`config.mk`:
```
export PLATFORM = sky130hd
export DESIGN_NAME = vcb_bridge_flat
export DESIGN_NICKNAME = d
export VERILOG_FILES = /design/src/vcb_pkg.sv /design/src/vcb_link_if.sv /design/src/vcb_fifo.sv /design/src/vcb_bridge.sv /design/src/flat_wrapper.sv
export SDC_FILE = /design/constraint.sdc
export NUM_CORES = 1
export LEC_CHECK = 0
export BUFFER_PORTS_ARGS = -buffer_cell sky130_fd_sc_hd__buf_2
export CELL_PAD_IN_SITES_DETAIL_PLACEMENT = 0
export CELL_PAD_IN_SITES_GLOBAL_PLACEMENT = 1
export CORE_MARGIN = 2
export CORE_UTILIZATION = 47
export CTS_CLUSTER_SIZE = 25
export DETAILED_ROUTE_END_ITERATION = 16
export PLACE_DENSITY = 0.76
export RECOVER_POWER = 100
export SLEW_MARGIN = 10
export SYNTH_ARGS = -nofsm -noshare
export SYNTH_HDL_FRONTEND = slang
export SYNTH_HIERARCHICAL = 1
export SYNTH_SLANG_ARGS = --single-unit
export TNS_END_PERCENT = 50
```
`constraint.sdc`:
```
create_clock -name clock_in -period 2.8 [get_ports clock_in]
set_input_delay 0.28 -clock clock_in [delete_from_list [all_inputs] [get_ports clock_in]]
set_output_delay 0.28 -clock clock_in [all_outputs]
set_load 0.02 [all_outputs]
```
`src/vcb_pkg.sv`:
```
package vcb_pkg;
   localparam int unsigned CLK_HZ          = 250_000_000;
   localparam int unsigned BAUD_DEFAULT    = 115_200;
   localparam int unsigned BAUD_MIN        = 9_600;
   localparam int unsigned BAUD_MAX        = 921_600;
   localparam int unsigned DATA_BITS       = 8;
   localparam int unsigned STOP_BITS       = 1;
   localparam int unsigned DIV_W           = 16;
   localparam logic [15:0] DIV_DEFAULT     = 16'(CLK_HZ / BAUD_DEFAULT);
   localparam logic [15:0] DIV_LEAST       = 16'(CLK_HZ / BAUD_MAX);
   localparam logic [15:0] DIV_MOST        = 16'(CLK_HZ / BAUD_MIN);
   localparam int unsigned FIFO_DEPTH      = 16;
   localparam logic [15:0] SOCKET_PORT     = 16'h1325;
   localparam logic        LINE_IDLE       = 1'b1;
   localparam logic        START_LEVEL     = 1'b0;

   typedef enum logic [1:0] {
      VCB_HS_DISABLED = 2'b00,
      VCB_HS_RTS      = 2'b01,
      VCB_HS_CTS      = 2'b10,
      VCB_HS_RTSCTS   = 2'b11
   } vcb_hs_e;

   typedef enum logic [1:0] {
      VCB_SER_IDLE  = 2'b00,
      VCB_SER_START = 2'b01,
      VCB_SER_DATA  = 2'b10,
      VCB_SER_STOP  = 2'b11
   } vcb_ser_e;

   // Clamp a requested divider into the legal baud range
   function automatic logic [15:0] vcb_clamp_div(input logic [15:0] d);
      if (d < DIV_LEAST) begin
         return DIV_LEAST;
      end else if (d > DIV_MOST) begin
         return DIV_MOST;
      end
      return d;
   endfunction
endpackage

```
`src/vcb_link_if.sv`:
```
`timescale 1ns/10ps
interface vcb_link_if;
   logic tgt_tx;
   logic tgt_rx;
   logic tgt_rts;
   logic cts_out;
   logic cts_oe;
   logic enable;
   wire  cts_wire;
   // Pull-up: an undriven clear-to-send line reads as asserted
   assign cts_wire = cts_oe ? cts_out : 1'b1;

   modport bridge (
      input  tgt_tx,
      output tgt_rx,
      input  tgt_rts,
      output cts_out,
      output cts_oe,
      input  enable
   );
   modport target (
      output tgt_tx,
      input  tgt_rx,
      output tgt_rts,
      input  cts_wire,
      input  cts_oe,
      output enable
   );
endinterface

```
`src/vcb_fifo.sv`:
```
`timescale 1ns/10ps
module vcb_fifo #(
   parameter int unsigned WIDTH = 8,
   parameter int unsigned DEPTH = 16
) (
   input  wire logic             clock_in,
   input  wire logic             resetn_in,
   input  wire logic             ce_in,
   input  wire logic [WIDTH-1:0] wr_data_in,
   input  wire logic             wr_valid_in,
   output logic                  wr_ready_out,
   output logic      [WIDTH-1:0] rd_data_out,
   output logic                  rd_valid_out,
   input  wire logic             rd_ready_in
);
   localparam int unsigned AW = $clog2(DEPTH);
   logic [WIDTH-1:0] mem_q [DEPTH];
   logic [AW-1:0]    wp_q;
   logic [AW-1:0]    rp_q;
   logic [AW:0]      cnt_q;
   wire              push;
   wire              pop;

   assign wr_ready_out = (cnt_q != (AW+1)'(DEPTH));
   assign rd_valid_out = (cnt_q != '0);
   assign rd_data_out  = mem_q[rp_q];
   assign push = ce_in && wr_valid_in && wr_ready_out;
   assign pop  = ce_in && rd_ready_in && rd_valid_out;

   always_ff @(posedge clock_in or negedge resetn_in) begin
      if (!resetn_in) begin
         wp_q  <= '0;
         rp_q  <= '0;
         cnt_q <= '0;
      end else begin
         if (push) begin
            wp_q <= AW'(wp_q + 1'b1);
         end
         if (pop) begin
            rp_q <= AW'(rp_q + 1'b1);
         end
         cnt_q <= (AW+1)'(cnt_q + push - pop);
      end
   end

   always_ff @(posedge clock_in) begin
      if (push) begin
         mem_q[wp_q] <= wr_data_in;
      end
   end
endmodule // vcb_fifo

```
`src/vcb_bridge.sv`:
```
`timescale 1ns/10ps
module vcb_bridge
   import vcb_pkg::*;
#(
   parameter int unsigned DEPTH = FIFO_DEPTH
) (
   input  wire logic        clock_in,
   input  wire logic        resetn_in,
   input  wire logic        ce_in,
   vcb_link_if.bridge       link,
   input  wire vcb_pkg::vcb_hs_e hs_mode_in,
   input  wire logic [15:0] baud_div_in,
   input  wire logic        socket_up_in,
   input  wire logic [7:0]  usb_tx_data_in,
   input  wire logic        usb_tx_valid_in,
   output logic             usb_tx_ready_out,
   input  wire logic [7:0]  sock_tx_data_in,
   input  wire logic        sock_tx_valid_in,
   output logic             sock_tx_ready_out,
   output logic [7:0]       host_rx_data_out,
   output logic             usb_rx_valid_out,
   output logic             sock_rx_valid_out,
   input  wire logic        host_rx_ready_in,
   output logic             frame_err_out
);
   import vcb_pkg::*;

   logic [15:0] div_q;
   vcb_ser_e    tx_st_q;
   vcb_ser_e    rx_st_q;
   logic [15:0] tx_cnt_q;
   logic [15:0] rx_cnt_q;
   logic [2:0]  tx_bit_q;
   logic [2:0]  rx_bit_q;
   logic [7:0]  tx_sh_q;
   logic [7:0]  rx_sh_q;
   logic        rx_s1_q;
   logic        rx_s2_q;
   logic        rts_s1_q;
   logic        rts_s2_q;
   logic        line_q;
   logic        cts_q;
   logic        cts_oe_q;
   logic        sock_q;
   logic        in_valid_q;
   logic [7:0]  in_data_q;
   logic        ferr_q;

   wire         out_fc  = hs_mode_in[0];
   wire         in_fc   = hs_mode_in[1];
   wire         tx_gate = !in_fc || rts_s2_q;
   wire         in_ready;
   wire         dn_valid;
   wire  [7:0]  dn_data;
   wire         dn_pop;
   wire  [7:0]  up_wdata = sock_q ? sock_tx_data_in : usb_tx_data_in;
   wire         up_wvalid = sock_q ? sock_tx_valid_in : usb_tx_valid_in;
   wire         up_wready;
   wire         up_valid;
   wire  [7:0]  up_data;
   wire  [15:0] half_div = {1'b0, div_q[15:1]};

   // Bytes from the host, to be sent to the target
   vcb_fifo #(.WIDTH(8), .DEPTH(DEPTH)) u_down (
      .clock_in     (clock_in),
      .resetn_in    (resetn_in),
      .ce_in        (ce_in),
      .wr_data_in   (up_wdata),
      .wr_valid_in  (up_wvalid),
      .wr_ready_out (up_wready),
      .rd_data_out  (up_data),
      .rd_valid_out (up_valid),
      .rd_ready_in  (dn_pop)
   );

   // Bytes from the target, held for the host
   vcb_fifo #(.WIDTH(8), .DEPTH(DEPTH)) u_up (
      .clock_in     (clock_in),
      .resetn_in    (resetn_in),
      .ce_in        (ce_in),
      .wr_data_in   (in_data_q),
      .wr_valid_in  (in_valid_q),
      .wr_ready_out (in_ready),
      .rd_data_out  (dn_data),
      .rd_valid_out (dn_valid),
      .rd_ready_in  (host_rx_ready_in)
   );

   assign dn_pop = (tx_st_q == VCB_SER_IDLE) && up_valid && tx_gate
                   && link.enable;
   // Ready is combinational so that back-pressure reaches the host at once
   assign usb_tx_ready_out  = !sock_q && up_wready;
   assign sock_tx_ready_out = sock_q && up_wready;
   assign host_rx_data_out  = dn_data;
   assign usb_rx_valid_out  = !sock_q && dn_valid;
   assign sock_rx_valid_out = sock_q && dn_valid;
   assign frame_err_out     = ferr_q;
   assign link.tgt_rx       = line_q;
   assign link.cts_out      = cts_q;
   assign link.cts_oe       = cts_oe_q;

   always_ff @(posedge clock_in or negedge resetn_in) begin
      if (!resetn_in) begin
         div_q    <= DIV_DEFAULT;
         rx_s1_q  <= LINE_IDLE;
         rx_s2_q  <= LINE_IDLE;
         rts_s1_q <= 1'b0;
         rts_s2_q <= 1'b0;
         sock_q   <= 1'b0;
         cts_q    <= 1'b1;
         cts_oe_q <= 1'b0;
      end else if (ce_in) begin
         div_q    <= vcb_clamp_div(baud_div_in);
         rx_s1_q  <= link.tgt_tx;
         rx_s2_q  <= rx_s1_q;
         rts_s1_q <= link.tgt_rts;
         rts_s2_q <= rts_s1_q;
         // Path switch only between bytes, so no byte is split
         if (!up_wvalid && !dn_valid) begin
            sock_q <= socket_up_in;
         end
         cts_q    <= in_ready && link.enable;
         cts_oe_q <= out_fc;
      end
   end

   // Transmitter toward the target; a started byte is always finished
   always_ff @(posedge clock_in or negedge resetn_in) begin
      if (!resetn_in) begin
         tx_st_q  <= VCB_SER_IDLE;
         tx_cnt_q <= '0;
         tx_bit_q <= '0;
         tx_sh_q  <= '0;
         line_q   <= LINE_IDLE;
      end else if (ce_in) begin
         case (tx_st_q)
            VCB_SER_IDLE: begin
               line_q <= LINE_IDLE;
               if (dn_pop) begin
                  tx_sh_q  <= up_data;
                  tx_cnt_q <= div_q;
                  line_q   <= START_LEVEL;
                  tx_st_q  <= VCB_SER_START;
               end
            end
            default: begin
               if (tx_cnt_q > 16'h0001) begin
                  tx_cnt_q <= 16'(tx_cnt_q - 1'b1);
               end else begin
                  tx_cnt_q <= div_q;
                  if (tx_st_q == VCB_SER_START) begin
                     line_q   <= tx_sh_q[0];
                     tx_sh_q  <= {1'b0, tx_sh_q[7:1]};
                     tx_bit_q <= '0;
                     tx_st_q  <= VCB_SER_DATA;
                  end else if (tx_st_q == VCB_SER_DATA) begin
                     if (tx_bit_q == 3'h7) begin
                        line_q  <= LINE_IDLE;
                        tx_st_q <= VCB_SER_STOP;
                     end else begin
                        line_q   <= tx_sh_q[0];
                        tx_sh_q  <= {1'b0, tx_sh_q[7:1]};
                        tx_bit_q <= 3'(tx_bit_q + 1'b1);
                     end
                  end else begin
                     tx_st_q <= VCB_SER_IDLE;
                  end
               end
            end
         endcase
      end
   end

   // Receiver from the target, sampling mid-bit
   always_ff @(posedge clock_in or negedge resetn_in) begin
      if (!resetn_in) begin
         rx_st_q    <= VCB_SER_IDLE;
         rx_cnt_q   <= '0;
         rx_bit_q   <= '0;
         rx_sh_q    <= '0;
         in_valid_q <= 1'b0;
         in_data_q  <= '0;
         ferr_q     <= 1'b0;
      end else if (ce_in) begin
         in_valid_q <= 1'b0;
         case (rx_st_q)
            VCB_SER_IDLE: begin
               if (link.enable && rx_s2_q == START_LEVEL) begin
                  rx_cnt_q <= half_div;
                  rx_st_q  <= VCB_SER_START;
               end
            end
            default: begin
               if (rx_cnt_q > 16'h0001) begin
                  rx_cnt_q <= 16'(rx_cnt_q - 1'b1);
               end else begin
                  rx_cnt_q <= div_q;
                  if (rx_st_q == VCB_SER_START) begin
                     rx_bit_q <= '0;
                     rx_st_q  <= (rx_s2_q == START_LEVEL) ? VCB_SER_DATA
                                                          : VCB_SER_IDLE;
                  end else if (rx_st_q == VCB_SER_DATA) begin
                     rx_sh_q  <= {rx_s2_q, rx_sh_q[7:1]};
                     rx_bit_q <= 3'(rx_bit_q + 1'b1);
                     if (rx_bit_q == 3'h7) begin
                        rx_st_q <= VCB_SER_STOP;
                     end
                  end else begin
                     // A full buffer drops the byte; CTS should prevent it
                     in_valid_q <= rx_s2_q && in_ready;
                     in_data_q  <= rx_sh_q;
                     ferr_q     <= !rx_s2_q;
                     rx_st_q    <= VCB_SER_IDLE;
                  end
               end
            end
         endcase
      end
   end
endmodule // vcb_bridge

```
`src/flat_wrapper.sv`:
```
// flat-port wrapper written by rule: the top's interface ports become plain ports
module vcb_bridge_flat import vcb_pkg::*;
#(
   parameter int unsigned DEPTH = FIFO_DEPTH
)
  (clock_in, resetn_in, ce_in, hs_mode_in, baud_div_in, socket_up_in, usb_tx_data_in, usb_tx_valid_in, usb_tx_ready_out, sock_tx_data_in, sock_tx_valid_in, sock_tx_ready_out, host_rx_data_out, usb_rx_valid_out, sock_rx_valid_out, host_rx_ready_in, frame_err_out, link_tgt_tx, link_tgt_rx, link_tgt_rts, link_cts_out, link_cts_oe, link_enable);
  vcb_link_if link_i ();
  input  wire logic clock_in;
  input  wire logic resetn_in;
  input  wire logic ce_in;
  input  wire vcb_pkg::vcb_hs_e hs_mode_in;
  input  wire logic [15:0] baud_div_in;
  input  wire logic socket_up_in;
  input  wire logic [7:0] usb_tx_data_in;
  input  wire logic usb_tx_valid_in;
  output logic usb_tx_ready_out;
  input  wire logic [7:0] sock_tx_data_in;
  input  wire logic sock_tx_valid_in;
  output logic sock_tx_ready_out;
  output logic [7:0] host_rx_data_out;
  output logic usb_rx_valid_out;
  output logic sock_rx_valid_out;
  input  wire logic host_rx_ready_in;
  output logic frame_err_out;
  input wire logic [$bits(link_i.tgt_tx)-1:0] link_tgt_tx;
  output wire logic [$bits(link_i.tgt_rx)-1:0] link_tgt_rx;
  input wire logic [$bits(link_i.tgt_rts)-1:0] link_tgt_rts;
  output wire logic [$bits(link_i.cts_out)-1:0] link_cts_out;
  output wire logic [$bits(link_i.cts_oe)-1:0] link_cts_oe;
  input wire logic [$bits(link_i.enable)-1:0] link_enable;
  assign link_i.tgt_tx = link_tgt_tx;
  assign link_tgt_rx = link_i.tgt_rx;
  assign link_i.tgt_rts = link_tgt_rts;
  assign link_cts_out = link_i.cts_out;
  assign link_cts_oe = link_i.cts_oe;
  assign link_i.enable = link_enable;
  vcb_bridge #(.DEPTH(DEPTH)) u_core (.clock_in(clock_in), .resetn_in(resetn_in), .ce_in(ce_in), .link(link_i), .hs_mode_in(hs_mode_in), .baud_div_in(baud_div_in), .socket_up_in(socket_up_in), .usb_tx_data_in(usb_tx_data_in), .usb_tx_valid_in(usb_tx_valid_in), .usb_tx_ready_out(usb_tx_ready_out), .sock_tx_data_in(sock_tx_data_in), .sock_tx_valid_in(sock_tx_valid_in), .sock_tx_ready_out(sock_tx_ready_out), .host_rx_data_out(host_rx_data_out), .usb_rx_valid_out(usb_rx_valid_out), .sock_rx_valid_out(sock_rx_valid_out), .host_rx_ready_in(host_rx_ready_in), .frame_err_out(frame_err_out));
endmodule
```
==> results of run 1 <==
[cell families after synthesis]
logic type | synth area share (%)
adder cells (fa/ha/maj) | 3.00
AO/OA/AOI/OAI | 8.97
multiplexers | 12.2
flip-flops | 63.5
XOR/XNOR | 1.15
buffers and inverters | 2.87
AND/OR/NAND/NOR | 8.38
[routing by layer]
metal	vias to the layer above	wire length, microns	track usage, %	share of wire, %
li1	4743	-	-	-
met1	5172	16400	28.4	45
met2	220	17500	32.1	48
met3	41	1650	2.70	4.6
met4	0	606	5.48	1.7
met5	-	0	0	0
[metrics by stage]
stage | total power, W | instance area [sq um]
final | 0.0180 | 19500
after CTS | 0.0180 | 19400
after global routing | 0.0190 | 19500
after floorplan | 0.0110 | 16800
after global placement | 0.0125 | 17900
after detailed placement | 0.0126 | 17900
[worst min path at each step]
stage	startpoint	to	slack [ns]	depth (start not counted)
finish	baud_div_in[7]	u_core/div_q[7]$_DFFE_PN0P_	0.02	2
global route	baud_div_in[7]	u_core/div_q[7]$_DFFE_PN0P_	0.009	2
CTS	baud_div_in[7]	u_core/div_q[7]$_DFFE_PN0P_	0.0007	2
detailed placement	resetn_in	u_core/rx_bit_q[1]$_DFFE_PN0P_	0.33	1
global placement	resetn_in	u_core/rx_bit_q[1]$_DFFE_PN0P_	0.32	1
floorplan	resetn_in	u_core/div_q[0]$_DFFE_PN0P_	-0.02	0
[cells in the final DEF, fill, tap and decap left out, types with 10 or more instances in the layout]
cell type      instances
nand3_1               17
mux2_2                41
mux2_1                26
a22oi_1               10
nand2_1               53
dlygate4sd3_1         10
edfxtp_1             256
nand4_1               11
a221o_1               16
clkbuf_16             41
dfrtp_1              106
buf_2                 56
buf_4                 73
a221oi_1              16
ha_1                  32
o21ai_0               28
o22ai_1               13
inv_1                 37
mux2i_1               54
clkbuf_1              15
xnor2_1               16
nand2b_1              12
nor2_1                61
dfstp_2               10
a21oi_1               33
mux4_2                32
nor3_1                37
[sequential cells by signal, indices dropped and copies added (netlist names), 8 cells and up]
register / count
u_core/rx_sh_q: 8
u_core/in_data_q: 8
u_core/tx_cnt_q: 16
u_core/u_down/mem_q: 128
u_core/u_up/mem_q: 128
u_core/rx_cnt_q: 16
u_core/tx_sh_q: 8
u_core/div_q: 16
[final cells by class]
type                            count  area (sq um)  area share (%)
Sequential cell                   374         10700            54.7
Inverter                           45           169           0.867
Multi-Input combinational cell    679          5740            29.4
Tap cell                          461           577            2.96
Antenna cell                        1          2.50          0.0128
Clock inverter                     24           275            1.41
Clock buffer                       49          1060            5.42
Timing Repair Buffer              150          1000            5.16
[critical path, cell delays in order (launching register included)]
cell and delay [ns]:
dfrtp_4 0.54, buf_12 0.25, mux4_2 0.57, a22oi_1 0.19
nand2_1 0.12, buf_2 0.18
[report_power, final]
group          leakage [nW]  switching (W)  internal (W)
Sequential             3.88       0.000647       0.00662
Clock                 0.650        0.00209       0.00324
Combinational          2.97        0.00297       0.00245
[timing repair]
item / CTS / global route
hold buffers: 10 / 0
endpoints found under the hold margin: 46 / 0
setup endpoints to repair: 8 / 7
resized for setup: 6 / 12
pin swaps: 0 / 8
buffers inserted: 0 / 15
==> reports/metrics.cfg, run 1 <==
[synth]
synthDistinctLibCells=86
netlist_top_cells_area=edfxtp_1 (46%), dfrtp_1 (16%), mux4_2 (4.3%)
synth_common_cells=edfxtp_1 (256), dfrtp_1 (108), nor2_1 (61), mux2i_1 (54), nand2_1 (53)
ys_warn_count=6
netlist_area_sq_um=16800
yosysSeqAreaShare_pct=63.5
syn_area_per_cell_sq_um=14.5
synth_top_flop_cell=edfxtp_1
yosysTopAreaCell=edfxtp_1
synth_edf_count=256
synth_top_area_share_pct=45.8
synth_nets=1243
yosysMostFrequentCell=edfxtp_1
synth_cells=1160
asyncSetResetFlopFracSynth_pct=31.6
ys_seq_elements=374

[clocking]
path_clk_slew_ns=0.06
root_buffer=clkbuf_16
cts_made_buffers=40
htreeDepth=2
clock_sinks=374
cts_tree=done
worstSkewPairLatency_ns=0.53
clock_path_buffers=3

[floorplan]
die_h_microns=193
start_util_pct=47.4
die_w_microns=193
io_pins=60
design.core.area_sq_um=35400
die_area_sq_um=37200
rows=69

[timing]
fin_crit_ns=2.70
finalWorstSetupSlack_ns=0.101
fin_tns_setup_ns=0
finalHoldViolations=0
finalCritPeriodShare_pct=96.4
fmax_ghz=0.370
skew_ns=0.0131
setup_violations=0
fin_hold_ws_ns=0.0221
slew_headroom_pct=13.2
worstMarginPinSlew_ns=1.30
slew_violations=0

[grt]
grt_start_max_net_pins=55
antenna_found_initial=1
overflow=0
grt_pass1_wl_microns=56900
grtUsageTotal_pct=19.8
grt_pass1_vias=10100

[setup_path]
critPathCaptureType=primary output
crit_arrival_ns=2.42
rr_endpoint=u_core/u_down/cnt_q[4]$_DFF_PN0_
reg2reg_depth=14
r2r_slack_ns=0.15
r2r-start=u_core/u_down/cnt_q[2]$_DFF_PN0_
worstSetupStartpointType=flop
startpoint=u_core/u_up/rp_q[0]$_DFFE_PN0P_
critPathKind=flop to primary output
required_ns=2.52
crit_fanout=27
endpoint=host_rx_data_out[7]

[placement]
gp_congestion=0.819
dp.cells=1684
dp_hpwl_microns=24000
numPortBuffers=59
dpl_worst_slack_ns=0.0372

[drt]
vias=10200
avgViaCountPerCell=5.71
drt-total-wl_microns=36100
first_pass_iters=5
ant_nets=0
routedWlPerCell_microns=20.2
drt_iter0_markers=637
drc_errors=0

[cells_and_area]
nNetsFinal=1373
finalNonFillerCells=1783
utilization_pct=55.0
area_delta_synth_final_pct=16.0
fillers=2887
final_layout_size_suffix_gt1_share_pct=24.4

[status]
outcome=complete, no violations

[power_and_ir_drop]
ir_worst_vdd_v=0.000601
power_per_cell_area_nw_per_um2=925
leakage_nw=7.49

[job]
maxCapViolations=0

[hold_path]
hold_path_class=input port to flop

Note: power is estimated with default switching activity, not from simulation.
==> run 2, diff against run 1 <==
--- a/config.mk
+++ b/config.mk
@@ -6,13 +6,14 @@
 export NUM_CORES = 1
 export LEC_CHECK = 0
 export BUFFER_PORTS_ARGS = -buffer_cell sky130_fd_sc_hd__buf_2
+export CAP_MARGIN = 15
 export CELL_PAD_IN_SITES_DETAIL_PLACEMENT = 0
 export CELL_PAD_IN_SITES_GLOBAL_PLACEMENT = 1
 export CORE_MARGIN = 2
-export CORE_UTILIZATION = 47
+export CORE_UTILIZATION = 45
 export CTS_CLUSTER_SIZE = 25
 export DETAILED_ROUTE_END_ITERATION = 16
-export PLACE_DENSITY = 0.76
+export PLACE_DENSITY = 0.74
 export RECOVER_POWER = 100
 export SLEW_MARGIN = 10
 export SYNTH_ARGS = -nofsm -noshare
==> reports/metrics.cfg, run 2 (synthesized netlist as in run 1, its figures left out) <==
[grt]
grt_start_max_net_pins=56  ; was 55
grt_pass1_vias=10300  ; was 10,100
grt_pass1_wl_microns=58700  ; was 56,900 microns
overflow=0  ; unchanged
antenna_found_initial=1  ; unchanged
grtUsageTotal_pct=19.5  ; was 19.8%

[setup_path]
required_ns=3.25  ; was 2.52 ns
crit_arrival_ns=3.12  ; was 2.42 ns
crit_family=adder cells  ; was multiplexers
r2r-start=u_core/u_up/cnt_q[2]$_DFF_PN0_  ; was u_core/u_down/cnt_q[2]$_DFF_PN0_
critPathCaptureType=flop  ; was primary output
cp_cell_sequence=inv_1 -> ha_1 -> or4b_4 -> and3_4 -> ha_1 -> inv_1 -> ha_2 -> inv_1 -> fa_2 -> inv_1 -> a21oi_1 -> o21bai_1 -> xnor2_1  ; was buf_12 -> mux4_2 -> a22oi_1 -> nand2_1 -> buf_2
critPathKind=flop to flop  ; was flop to primary output
path_depth=13  ; was 5
cp_slowest_stage_delay_ns=0.46  ; was 0.57 ns
reg2reg_depth=13  ; was 14
crit_top_cell=inv_1
worstSetupStartpointType=flop  ; unchanged
crit_path_top_delay_cell=or4b_4  ; was mux4_2
cp_num_buf_inv=4  ; was 2
rr_endpoint=u_core/u_up/cnt_q[4]$_DFF_PN0_  ; was u_core/u_down/cnt_q[4]$_DFF_PN0_
r2r_slack_ns=0.14  ; was 0.15 ns
crit_fanout=2  ; was 27

[clocking]
clock_sinks=374  ; unchanged
cts_tree=done  ; unchanged
worstSkewPairLatency_ns=0.56  ; was 0.53 ns
cts_made_buffers=40  ; unchanged
htreeDepth=2  ; unchanged
path_clk_slew_ns=0.06  ; about the same
root_buffer=clkbuf_16  ; unchanged
clock_path_buffers=3  ; unchanged

[drt]
vias=10100  ; was 10,200
avgViaCountPerCell=5.67  ; was 5.71
drt_iter0_markers=763  ; was 637
drt-total-wl_microns=36700  ; was 36,100 microns
ant_nets=0  ; unchanged
drc_errors=0  ; unchanged
first_pass_iters=5  ; unchanged
routedWlPerCell_microns=20.5  ; was 20.2 microns

[hold_path]
hold_depth=2  ; unchanged
holdPathEnd=u_core/div_q[7]$_DFFE_PN0P_  ; unchanged
hold_path_class=input port to flop  ; unchanged
hold_start=baud_div_in[7]  ; unchanged

[timing]
finalCritPeriodShare_pct=95.0  ; was 96.4%
fmax_ghz=0.376  ; was 0.370 GHz
fin_crit_ns=2.66  ; was 2.70 ns
fin_hold_ws_ns=0.0304  ; was 0.0221 ns
slew_headroom_pct=16.3  ; was 13.2%
worstMarginPinSlew_ns=1.26  ; was 1.30 ns
slew_violations=0  ; unchanged
rsz0062_at_grt=yes
finalHoldViolations=0  ; unchanged
fin_tns_setup_ns=0  ; unchanged
setup_violations=0  ; unchanged
skew_ns=0.0270  ; was 0.0131 ns

[placement]
gp_congestion=0.841  ; was 0.819
dp_hpwl_microns=24400  ; was 24,000 microns
numPortBuffers=59  ; unchanged

[cells_and_area]
layout_commonest_cell=edfxtp_1  ; unchanged
area_delta_synth_final_pct=16.1  ; was 16.0%
nNetsFinal=1368  ; was 1,373
layout_common_cells=edfxtp_1 (256), dfrtp_1 (106), buf_4 (63)  ; was edfxtp_1 (256), dfrtp_1 (106), buf_4 (73)
reg_top3=u_core/u_down/mem_q (128), u_core/u_up/mem_q (128)  ; unchanged
final_layout_size_suffix_gt1_share_pct=23.4  ; was 24.4%
fillers=3035  ; was 2,887
multi_input_area_sq_um=5730  ; was 5740 sq um
seq_area_sq_um=10700  ; unchanged

[power_and_ir_drop]
switchingPower_w=0.00570  ; was 0.00571 W
power_frac_seq_pct=40.4  ; was 40.3%
ir_worst_vdd_v=0.000689  ; was 0.000601 V
power_per_cell_area_nw_per_um2=924  ; was 925 nW/um^2
swShare_pct=31.7  ; about the same
leakage_nw=7.47  ; was 7.49 nW
internal-power_w=0.0123  ; about the same
clockPowerShare_pct=29.8  ; was 29.6%
p_comb_share_pct=29.8  ; was 30.1%

[floorplan]
design.core.area_sq_um=36700  ; was 35,400 sq um
die_w_microns=197  ; was 193 microns
die_area_sq_um=38900  ; was 37,200 sq um
rows=70  ; was 69
die_h_microns=197  ; was 193 microns
io_pins=60  ; unchanged
start_util_pct=45.7  ; was 47.4%

[job]
maxCapViolations=0  ; unchanged

[status]
outcome=complete, no violations  ; unchanged

==> run 2: changes by cell type in the layout (fill, tap and decap cells not counted), sizes merged <==
| cell | delta |
|---|---|
| inv | -4 |
| dlygate4sd3 | +1 |
| clkinv | +2 |
| bufinv | -1 |
| clkinvlp | +1 |
| buf | -9 |
| clkbuf | +6 |
==> run 2: per-layer routing <==
metal / GRT usage, % / share of wire (%) / vias up / wire length, microns
met5: 0 / 0 / - / 0
met4: 6.43 / 2.5 / 0 / 913
met3: 3.12 / 4.4 / 63 / 1630
met2: 31.2 / 48 / 252 / 17600
met1: 27.4 / 45 / 5078 / 16500
li1: - / - / 4740 / -
==> run 2: repair_timing <==
item	4_1_cts	5_1_grt
endpoints found under the setup margin	6	6
endpoints found under the hold margin	56	0
pin swaps	0	7
resized for setup	5	10
hold buffers	11	0
buffers inserted	0	7
==> run 2: worst max path at each step <==
stage / to / from / slack, ns
global route: u_core/u_up/cnt_q[4]$_DFF_PN0_ / u_core/u_up/cnt_q[2]$_DFF_PN0_ / -0.02
CTS: u_core/u_down/cnt_q[4]$_DFF_PN0_ / u_core/u_down/cnt_q[3]$_DFF_PN0_ / 0.03
detailed placement: u_core/u_up/cnt_q[4]$_DFF_PN0_ / u_core/u_up/cnt_q[3]$_DFF_PN0_ / 0.01
finish: u_core/u_up/cnt_q[4]$_DFF_PN0_ / u_core/u_up/cnt_q[2]$_DFF_PN0_ / 0.14
floorplan: u_core/u_down/cnt_q[4]$_DFF_PN0_ / u_core/u_down/cnt_q[3]$_DFF_PN0_ / -0.07
global placement: u_core/u_up/cnt_q[4]$_DFF_PN0_ / u_core/u_up/cnt_q[3]$_DFF_PN0_ / 0.08
==> run 2: area by class of cell <==
class,count,area share (%)
tap,468,3.01
sequential,374,54.7
multi-input combinational,679,29.4
timing repair buffer,145,5.10
clock buffer,52,5.64
clock inverter,22,1.26
antenna,1,0.0128
inverter,45,0.867
==> run 2: through the flow <==
stage | instances | power (W) | instance area, sq um | utilization [%] | setup slack, ns
finish | 1786 | 0.0180 | 19500 | 53.1 | 0.140
global route | 1786 | 0.0190 | 19500 | 53.1 | -0.0197
CTS | 1778 | 0.0181 | 19400 | 53.0 | 0.0301
detailed placement | 1693 | 0.0126 | 18000 | 49.0 | 0.0115
global placement | 1693 | 0.0125 | 18000 | 49.0 | 0.0830
floorplan | 1160 | 0.0110 | 16800 | - | -0.0662
==> run 2: power by group through the flow <==
stage               logic [W]  clock network, W  registers, W
CTS                   0.00530           0.00550       0.00728
finish                0.00537           0.00536       0.00728
global route          0.00592           0.00572       0.00736
global placement      0.00518                 0       0.00735
floorplan             0.00395                 0       0.00708
detailed placement    0.00525                 0       0.00738
